File: config.mk
export PLATFORM = sky130hd
export DESIGN_NAME = cifv_irq
export DESIGN_NICKNAME = d
export VERILOG_FILES = /design/src/design/cifv_pkg.sv /design/src/design/cifv_irq.sv
export SDC_FILE = /design/constraint.sdc
export NUM_CORES = 1
export LEC_CHECK = 0
export ABC_CLOCK_PERIOD_IN_PS = 1300
export BUFFER_PORTS_ARGS = -buffer_cell sky130_fd_sc_hd__buf_4
export CELL_PAD_IN_SITES_DETAIL_PLACEMENT = 0
export CELL_PAD_IN_SITES_GLOBAL_PLACEMENT = 1
export CORE_AREA = 2 2 96 98
export CTS_CLUSTER_DIAMETER = 80
export DETAILED_ROUTE_END_ITERATION = 10
export DIE_AREA = 0 0 98 100
export GPL_TIMING_DRIVEN = 0
export PLACE_DENSITY_LB_ADDON = 0.1
export SLEW_MARGIN = 25
export SYNTH_ARGS = -nofsm -noshare
export SYNTH_HDL_FRONTEND = slang
export SYNTH_SLANG_ARGS = --single-unit
File: constraint.sdc
create_clock -name core_clk -period 1.3 [get_ports core_clk]
set_input_delay 0.13 -clock core_clk [delete_from_list [all_inputs] [get_ports core_clk]]
set_output_delay 0.13 -clock core_clk [all_outputs]
set_load 0.01 [all_outputs]
File: src/design/cifv_pkg.sv
// Package: register map, field positions and source codes for the CAN irq block
package cifv_pkg;
   // Register byte addresses (word aligned)
   localparam logic [7:0] IRQ_REG_ADDR  = 8'h00;
   localparam logic [7:0] VEC_REG_ADDR  = 8'h04;
   localparam logic [7:0] CTRL_REG_ADDR = 8'h08;
   // Enable field positions
   localparam int EN_IVR  = 31;
   localparam int EN_WAK  = 30;
   localparam int EN_BERR = 29;
   localparam int EN_SERR = 28;
   localparam int EN_ROVF = 27;
   localparam int EN_MOD  = 19;
   localparam int EN_TMR  = 18;
   localparam int EN_RB   = 17;
   localparam int EN_TB   = 16;
   // Flag field positions
   localparam int FL_IVR  = 15;
   localparam int FL_WAK  = 14;
   localparam int FL_BERR = 13;
   localparam int FL_SERR = 12;
   localparam int FL_ROVF = 11;
   localparam int FL_MOD  = 3;
   localparam int FL_TMR  = 2;
   localparam int FL_RB   = 1;
   localparam int FL_TB   = 0;
   // Implemented bits of the interrupt register
   localparam logic [31:0] IRQ_RW_MASK  = 32'hF80F_F80F;
   localparam logic [31:0] IRQ_RST      = 32'h0000_0000;
   // Vector field positions
   localparam int VEC_FILT_LSB = 8;
   // Control register: bit 0 module enable, bit 1 module active (read only)
   localparam int CTRL_ON     = 0;
   localparam int CTRL_ACTIVE = 1;
   // Source numbers
   localparam logic [6:0] SRC_NONE  = 7'h40;
   localparam logic [6:0] SRC_BERR  = 7'h41;
   localparam logic [6:0] SRC_WAK   = 7'h42;
   localparam logic [6:0] SRC_ROVF  = 7'h43;
   localparam logic [6:0] SRC_ADDR  = 7'h44;
   localparam logic [6:0] SRC_BW    = 7'h45;
   localparam logic [6:0] SRC_TMR   = 7'h46;
   localparam logic [6:0] SRC_MOD   = 7'h47;
   localparam logic [6:0] SRC_IVR   = 7'h48;
   // One cycle of event inputs from the CAN engine
   typedef struct packed {
      logic invalidMsg;
      logic wakeup;
      logic busError;
      logic addrError;
      logic bandwidthError;
      logic rxOverflow;
      logic modeMatched;
      logic timerWrap;
   } cifv_events_s;
endpackage : cifv_pkg

File: src/design/cifv_irq.sv
// CAN interrupt flags, enables and vector register
// Behaviour
// - Enable bits gate each source's request
// - Invalid message sets flag bit 15
// - Bus wake-up activity sets flag bit 14
// - Bus protocol error sets flag bit 13
// - System bus access failure sets bit 12
// - System error cleared only by enable toggle
// - Receive overflow sets flag bit 11
// - Mode reached request sets flag bit 3
// - Timestamp timer wrap sets flag bit 2
// - Bit 1 follows any receive buffer pending
// - Bit 0 follows any transmit buffer pending
// - Unused interrupt bits read zero, ignore writes
// - Vector bits 12:8 report matched filter
// - Source number 1000000 when nothing pending
// - Lowest pending FIFO n gives source number n
// - Module events use fixed codes 1000001-1001000
// - Disabled sources never appear in vector
`timescale 1ns/10ps
`default_nettype none
module cifv_irq (
   // Clock and reset
   input  wire logic                  core_clk,
   input  wire logic                  rst_b,
   // Register port
   input  wire logic [7:0]            regAddr,
   input  wire logic [31:0]           regWrData,
   input  wire logic                  regWrEn,
   input  wire logic                  regRdEn,
   output logic      [31:0]           regRdData,
   // Event pulses and levels from the CAN engine
   input  wire cifv_pkg::cifv_events_s canEvents,
   input  wire logic [31:0]           fifoPendingStatus,
   input  wire logic                  rxBufferPending,
   input  wire logic                  txBufferPending,
   input  wire logic [4:0]            matchedFilterNumber,
   input  wire logic                  engineBusy,
   // Outputs
   output logic                       moduleOn,
   output logic                       moduleActive,
   output logic                       irqRequest
);
   ////////////////////////////////////////////////////////////////////////
   // State
   logic [8:0]  enable_reg;
   logic [6:0]  flag_reg;      // IVR,WAK,BERR,SERR,ROVF,MOD,TMR
   logic [1:0]  bufFlag_reg;   // RB,TB
   logic        on_reg;
   logic        active_reg;
   logic [6:0]  srcNum_reg;
   logic [4:0]  filt_reg;
   logic        irq_reg;
   logic [31:0] rdData_reg;
   // Remembers which kind of system error set bit 12, for the vector code
   logic        serrBw_reg;

   ////////////////////////////////////////////////////////////////////////
   // Decode
   wire wrIrq  = regWrEn && (regAddr == cifv_pkg::IRQ_REG_ADDR);
   wire wrCtrl = regWrEn && (regAddr == cifv_pkg::CTRL_REG_ADDR);
   // Re-enable edge is what releases the sticky system error
   wire turnOn = wrCtrl && regWrData[cifv_pkg::CTRL_ON] && !on_reg;

   // Event set terms
   wire [6:0] setVec = {canEvents.invalidMsg,
                        canEvents.wakeup,
                        canEvents.busError,
                        canEvents.addrError | canEvents.bandwidthError,
                        canEvents.rxOverflow,
                        canEvents.modeMatched,
                        canEvents.timerWrap};

   // Software may clear flags by writing zero; system error bit excluded
   wire [6:0] wrFlags = {regWrData[cifv_pkg::FL_IVR],
                         regWrData[cifv_pkg::FL_WAK],
                         regWrData[cifv_pkg::FL_BERR],
                         1'b1,
                         regWrData[cifv_pkg::FL_ROVF],
                         regWrData[cifv_pkg::FL_MOD],
                         regWrData[cifv_pkg::FL_TMR]};
   wire [6:0] keepVec = wrIrq ? (flag_reg & wrFlags) : flag_reg;
   // Set wins over clear in the same cycle
   wire [6:0] serrClr = turnOn ? 7'h08 : 7'h00;
   wire [6:0] flagNext = (keepVec & ~serrClr) | setVec;

   wire [8:0] enableNext = wrIrq ?
      {regWrData[31:27], regWrData[19:16]} : enable_reg;

   ////////////////////////////////////////////////////////////////////////
   // Enabled pending terms
   wire [8:0] flagsAll = {flag_reg[6:2], flag_reg[1:0], bufFlag_reg};
   wire [8:0] pendEn   = flagsAll & enable_reg;
   wire       anyPend  = |pendEn;

   // Lowest pending FIFO number
   logic [4:0] fifoIdx;
   logic       fifoAny;
   always_comb begin
      fifoIdx = 5'h00;
      fifoAny = 1'b0;
      for (int i = 31; i >= 0; i--) begin
         if (fifoPendingStatus[i]) begin
            fifoIdx = 5'(i);
            fifoAny = 1'b1;
         end
      end
   end

   // Priority encode: module events first, then FIFOs
   logic [6:0] srcNext;
   always_comb begin
      srcNext = cifv_pkg::SRC_NONE;
      if (pendEn[8])
         srcNext = cifv_pkg::SRC_IVR;
      else if (pendEn[5] && serrBw_reg)
         srcNext = cifv_pkg::SRC_BW;
      else if (pendEn[5])
         srcNext = cifv_pkg::SRC_ADDR;
      else if (pendEn[6])
         srcNext = cifv_pkg::SRC_BERR;
      else if (pendEn[7])
         srcNext = cifv_pkg::SRC_WAK;
      else if (pendEn[4])
         srcNext = cifv_pkg::SRC_ROVF;
      else if (pendEn[3])
         srcNext = cifv_pkg::SRC_MOD;
      else if (pendEn[2])
         srcNext = cifv_pkg::SRC_TMR;
      else if ((pendEn[1] || pendEn[0]) && fifoAny)
         srcNext = {2'b00, fifoIdx};
   end

   // Register read mux
   wire [31:0] irqView = {enable_reg[8:4], 7'h00, enable_reg[3:0],
                          flag_reg[6:2], 7'h00, flag_reg[1:0],
                          bufFlag_reg};
   wire [31:0] vecView = {19'h00000, filt_reg, 1'b0, srcNum_reg};
   wire [31:0] ctrlView = {30'h0, active_reg, on_reg};
   wire [31:0] rdSel =
      (regAddr == cifv_pkg::IRQ_REG_ADDR)  ? irqView  :
      (regAddr == cifv_pkg::VEC_REG_ADDR)  ? vecView  :
      (regAddr == cifv_pkg::CTRL_REG_ADDR) ? ctrlView : 32'h0000_0000;

   ////////////////////////////////////////////////////////////////////////
   // Flags and enables
   always_ff @(posedge core_clk or negedge rst_b) begin
      if (!rst_b) begin
         enable_reg  <= 9'h000;
         flag_reg    <= 7'h00;
         bufFlag_reg <= 2'b00;
      end else begin
         enable_reg  <= enableNext;
         flag_reg    <= flagNext;
         bufFlag_reg <= {rxBufferPending, txBufferPending};
      end
   end

   // Control, vector and outputs
   always_ff @(posedge core_clk or negedge rst_b) begin
      if (!rst_b) begin
         on_reg       <= 1'b0;
         active_reg   <= 1'b0;
         srcNum_reg   <= cifv_pkg::SRC_NONE;
         filt_reg     <= 5'h00;
         irq_reg      <= 1'b0;
         rdData_reg   <= 32'h0000_0000;
         serrBw_reg   <= 1'b0;
      end else begin
         // The event pulse is gone once the flag shows, so keep its kind
         if (canEvents.bandwidthError)
            serrBw_reg <= 1'b1;
         else if (canEvents.addrError)
            serrBw_reg <= 1'b0;
         if (wrCtrl)
            on_reg <= regWrData[cifv_pkg::CTRL_ON];
         // Active lingers while the engine finishes its transaction
         active_reg   <= on_reg | engineBusy;
         srcNum_reg   <= srcNext;
         filt_reg     <= matchedFilterNumber;
         irq_reg      <= anyPend;
         rdData_reg   <= regRdEn ? rdSel : 32'h0000_0000;
      end
   end

   assign regRdData    = rdData_reg;
   assign moduleOn     = on_reg;
   assign moduleActive = active_reg;
   assign irqRequest   = irq_reg;
endmodule : cifv_irq
`default_nettype wire

== After elaboration in Yosys (flattened, before gate mapping) ==
Index checks and enable logic that the tools add are counted.
Operators by class
  multiplexer cells: 81
  divide/modulo/power cells: 0
  $mul: 0
  equal/unequal tests: 2
  bitwise logic cells: 7
  shift operators: 0
  $lt $le $gt $ge: 0
  add/subtract/negate cells: 0
  reduce and logical (&&, ||, !) cells: 11
Operators by type and width (count)
  5-bit 2-to-1 mux: 32
  7-bit 2-to-1 mux: 10
  32-bit 2-to-1 mux: 2
  1-bit 2-to-1 mux: 34
  7-bit AND: 2
  13-bit 2-to-1 mux: 1
  9-bit AND: 1
  9-bit OR reduction: 1
  8-bit by 3-bit equality test with 1-bit output, second input constant: 1
  8-bit by 4-bit equality test with 1-bit output, second input constant: 1
  8-bit logical NOT: 1
  4-bit NOT with 7-bit output: 1
  7-bit bitwise OR: 1
  1-bit logical AND: 6
  4-bit 2-to-1 mux: 1
  2-bit 2-to-1 mux: 1
  1-bit bitwise OR: 2
  2-bit nonzero test: 1
  1-bit logical NOT: 1
  1-bit logical OR: 1
Word-level totals
  logic and storage cells: 111
  output and inout port bits: 35
  RAM bits: 0
  memories: 0
  memory bits (read-only): 0
  bits in latches: 0
  flip-flop bits (word level): 66
  bits of input ports: 92

== Longest topological paths before layout ==
  depth after elaboration: 42
  gate-level depth with buffers: 7
  gate-level depth less buffers: 6

== Worst setup path after synthesis ==
No wires, ideal clock.
  kind: input to register
  from: input port fifoPendingStatus[26]
  to: register srcNum_reg[2]
  arrival time: 1.310 ns
  setup time: 0.078 ns
  required time: 1.222 ns
  path buffers: 0
  stages: 6
  path slack: -0.087 ns
  cell sequence: or4_1 -> o21ai_1 -> nand3_1 -> a311oi_2 -> o21ai_1 -> a21boi_1
On the way
  word-level cells in the longest chain between the ends: 37
  elaborated cells on any way between the ends: 64
  those cells by class: mux (63); reduce/logical (1)
Ends and longest elaborated chain
  start, declared: RTL line cifv_irq.sv:34  | input wire logic [31:0] fifoPendingStatus,
  1-bit 2-to-1 mux (27 in series): RTL line cifv_irq.sv:103  | if (fifoPendingStatus[i]) begin
  1-bit logical AND: RTL line cifv_irq.sv:130  | else if ((pendEn[1] || pendEn[0]) && fifoAny)
  7-bit 2-to-1 mux (*): RTL line cifv_irq.sv:130
  7-bit 2-to-1 mux (*): RTL line cifv_irq.sv:128  | else if (pendEn[2])
  7-bit 2-to-1 mux (*): RTL line cifv_irq.sv:126  | else if (pendEn[3])
  7-bit 2-to-1 mux (*): RTL line cifv_irq.sv:124  | else if (pendEn[4])
  7-bit 2-to-1 mux (*): RTL line cifv_irq.sv:122  | else if (pendEn[7])
  7-bit 2-to-1 mux (*): RTL line cifv_irq.sv:120  | else if (pendEn[6])
  7-bit 2-to-1 mux (*): RTL line cifv_irq.sv:118  | else if (pendEn[5])
  7-bit 2-to-1 mux (*): RTL line cifv_irq.sv:116  | else if (pendEn[5] && serrBw_reg)
  7-bit 2-to-1 mux (*): RTL line cifv_irq.sv:114  | if (pendEn[8])
  via srcNext[2]: RTL line cifv_irq.sv:111  | logic [6:0] srcNext;
  end signal, assigned: RTL line cifv_irq.sv:164  | srcNum_reg <= cifv_pkg::SRC_NONE;
  end signal, assigned: RTL line cifv_irq.sv:179  | srcNum_reg <= srcNext;
  end, declared: RTL line cifv_irq.sv:51  | logic [6:0] srcNum_reg;
Mark *: on every way through the listed nets, which the timed path passes. The rest lies on a longest branch.
A chain may end at the register's enable or synchronous reset.

== Worst setup path in the final report ==
  from: register enable_reg[0]
  to: register srcNum_reg[2]
On the way
  word-level cells in the longest chain between the ends: 12
Ends and longest elaborated chain
  start, declared: RTL line cifv_irq.sv:46  | logic [8:0] enable_reg;
  start signal, assigned: RTL line cifv_irq.sv:153  | enable_reg <= enableNext;
  9-bit AND: RTL line cifv_irq.sv:93  | wire [8:0] pendEn = flagsAll & enable_reg;
  1-bit logical OR: RTL line cifv_irq.sv:130
  1-bit logical AND: RTL line cifv_irq.sv:130
  7-bit 2-to-1 mux: RTL line cifv_irq.sv:130
  7-bit 2-to-1 mux: RTL line cifv_irq.sv:128
  7-bit 2-to-1 mux: RTL line cifv_irq.sv:126
  7-bit 2-to-1 mux: RTL line cifv_irq.sv:124
  7-bit 2-to-1 mux: RTL line cifv_irq.sv:122
  7-bit 2-to-1 mux: RTL line cifv_irq.sv:120
  7-bit 2-to-1 mux: RTL line cifv_irq.sv:118
  7-bit 2-to-1 mux: RTL line cifv_irq.sv:116
  7-bit 2-to-1 mux: RTL line cifv_irq.sv:114
  via srcNext[2]: RTL line cifv_irq.sv:111
The timed path passes the listed nets, and every way through them passes these cells.

==> impl_metrics.py <==
metrics = {
    "outcome": {
        "status": "complete, but fails checks",
        "violations": "setup timing",
    },
    "logic_synthesis": {
        "synth-seq-cells": 56,
        "syn_area_um2": 2550,
        "ys_seq_area_frac": 0.550,
        "synth_top_area_cell": "dfrtp_1",
        "synthMuxAreaShare": 0.0280,
        "avgSynthCellArea_um2": 10.0,
        "syn_inst": 254,
        "yosys.area_share.simple": 0.259,
        "synth-main-ff-cell": "dfrtp_1",
        "synth-compound-area-share": 0.116,
        "ys_warn_count": 0,
        "synthTopCellsByArea": "dfrtp_1, nand2_1, and2_1",
        "synth_top_family_by_area": "simple AND/OR/NAND/NOR gates",
        "async_flop_share": 1.00,
        "synthDistinctLibCells": 48,
        "synth_top_area_frac": 0.540,
        "synth_adder_area_share": 0,
        "synth_xor_area_frac": 0,
        "synth_edf_count": 0,
    },
    "power": {
        "ir_drop_uv": 399,
        "switching_share": 0.247,
        "power.density_nw_per_um2": 883,
        "switchingPower_w": 0.000830,
        "clockPowerShare": 0.289,
        "p_int_w": 0.00253,
        "power_w": 0.00336,
        "power_frac_comb": 0.167,
        "power_frac_seq": 0.544,
        "p_leak_nw": 1.86,
    },
    "cts": {
        "clkTransAtPathRegs_ns": 0.10,
        "cts_tree": "built",
        "cts_root_buf": "clkbuf_8",
        "htree_levels": 2,
        "clock_latency_ns": 0.30,
        "cts_sinks": 56,
        "cts_buffers": 5,
        "clk_path_buf_depth": 2,
    },
    "timing": {
        "max_freq_ghz": 0.744,
        "period_share": 1.03,
        "worst_clock_skew_ns": 0.00304,
        "whs_ns": 0.0122,
        "finalMaxSlewViolations": 0,
        "relSlewSlack": 0.520,
        "setup_violations": 2,
        "rsz0062_at_grt": "true",
        "setup_slack_ns": -0.0438,
        "worst_pin_slew_ns": 0.720,
        "fin_crit_ns": 1.34,
        "hold_viol_final": 0,
    },
    "setup_path": {
        "cp_data_required_time_ns": 1.53,
        "r2r_start": "enable_reg[0]",
        "r2r_slack_ns": -0.04,
        "worstSetupPathType": "reg2reg",
        "r2r_cells": 5,
        "critPathLaunchType": "register",
        "path_buf_inv": 0,
        "cp-end-kind": "register",
        "crit_path_cell_trace": "a22oi_2, a211o_1, a311oi_2, o21ai_1, a21boi_1",
        "critPathSlowestCell": "dfrtp_1",
        "r2r-end": "srcNum_reg[2]",
        "cp_slowest_stage_delay_ns": 0.40,
        "critical_path_arrival_ns": 1.57,
        "path_delay_family": "compound AO/OA/AOI/OAI gates",
        "cp_max_fo": 5,
    },
    "detailed_routing": {
        "drt_first_pass_iters": 4,
        "wirelength_um": 6810,
        "viasPerCell": 4.53,
        "top_layer_used": "met4",
        "ant_nets": 0,
        "dr_wl_met2_um": 3210,
        "wl_met1_um": 3030,
        "wire_per_inst_um": 13.7,
        "wl_met3_um": 500,
        "drt_iter0_drc": 109,
        "drc": 0,
        "vias": 2247,
    },
    "worst_hold_path": {
        "whs_endpoint": "enable_reg[6]",
        "whs_path_depth": 3,
        "hp-start": "regWrData[29]",
        "hp-class": "in2reg",
    },
    "finish": {
        "final_cell_mix": "buf_4, dfrtp_1, nand2_1",
        "largest_reg_flops": 23,
        "drive_above_1_share": 0.392,
        "syn_to_final_growth_pct": 49.3,
        "nets": 476,
        "mostFrequentLayoutCell": "buf_4",
        "diodes": 0,
    },
    "grt": {
        "grt_use_total": 0.144,
        "grt_pass1_wl_um": 11300,
        "grt_overflow": 0,
        "grt_pass1_vias": 2271,
        "antenna_found_initial": 0,
        "grt_max_degree": 57,
    },
    "place": {
        "gp_congestion": 0.754,
        "dpl.hpwl_um": 5090,
        "io_buffers": 100,
    },
    "die": {
        "die_h_um": 100,
        "die_x_um": 98,
        "start_util": 0.287,
        "core_um2": 8890,
        "num_io_pins": 127,
        "rows": 35,
        "dieArea_um2": 9800,
    },
    "job": {
        "cap_violations": 0,
    },
}
power by group through the flow:
stage	Combinational [W]	Clock (W)	Sequential [W]
floorplan	0.000188	0	0.00186
global placement	0.000498	0	0.00186
detailed placement	0.000499	0	0.00186
CTS	0.000555	0.00101	0.00183
global route	0.000628	0.00109	0.00184
finish	0.000560	0.000971	0.00183
area by class of cell:
class	instances	area [µm²]
plain buffers	13	90.1
clock buffers	6	82.6
clock inverters	2	10.0
fillers	898	5080
inverters	7	26.3
multi-input cells	185	1160
flip-flops and latches	56	1400
well taps	111	139
repair buffers	116	896
worst min-delay path, cell delays in order:
cell,delay [ns]
buf_4,0.08
nand2_1,0.04
nand2_1,0.04
cells in the mapped netlist, types with 5 or more instances:
library cell	number
a21oi_1	7
and2_1	17
buf_4	9
dfrtp_1	55
inv_1	7
mux2i_1	6
nand2_1	41
nand2b_1	8
nand3_1	5
nor2_1	24
nor3_1	7
nor4_1	6
o21ai_0	7
o21ai_1	5
per-stage QoR:
stage	setup WS, ns	area [µm²]	cells	utilization	setup TNS [ns]
CTS	-0.0655	3760	495	0.423	-0.121
finish	-0.0438	3810	496	0.428	-0.0645
global placement	-0.478	3480	473	0.391	-11.18
detailed placement	-0.499	3480	473	0.391	-11.71
floorplan	-0.0705	2590	262	-	-0.0705
global route	-0.117	3810	496	0.428	-0.367
per-layer routing:
metal	up-vias	GRT usage
met3	5	0.0390
li1	1125	-
met4	0	0.0353
met5	-	0
met1	1035	0.187
met2	82	0.240
how the worst max path moves through the flow:
stage | startpoint | endpoint | slack, ns | depth (start not counted)
2_1_floorplan | fifoPendingStatus[26] | srcNum_reg[2] | -0.07 | 6
3_3_place_gp | regAddr[5] | regRdData[29] | -0.48 | 8
3_5_place_dp | regAddr[5] | regRdData[29] | -0.50 | 8
4_1_cts | enable_reg[0] | srcNum_reg[2] | -0.07 | 5
5_1_grt | enable_reg[0] | srcNum_reg[2] | -0.12 | 5
6_report | enable_reg[0] | srcNum_reg[2] | -0.04 | 5
cell families after synthesis:
logic type | after synthesis
simple gates | 126
flops | 56
other cells | 1
mux | 7
compound gates | 43
buf+inv | 21
what timing repair did:
item                                   CTS  global route
cloned                                   0             0
setup endpoints to repair               27            26
hold buffers                            10             0
resized for setup                       13             9
setup buffers                            4             2
endpoints found under the hold margin   64             0
pin swaps                                4             1
Power figures use the tool's default switching activity.
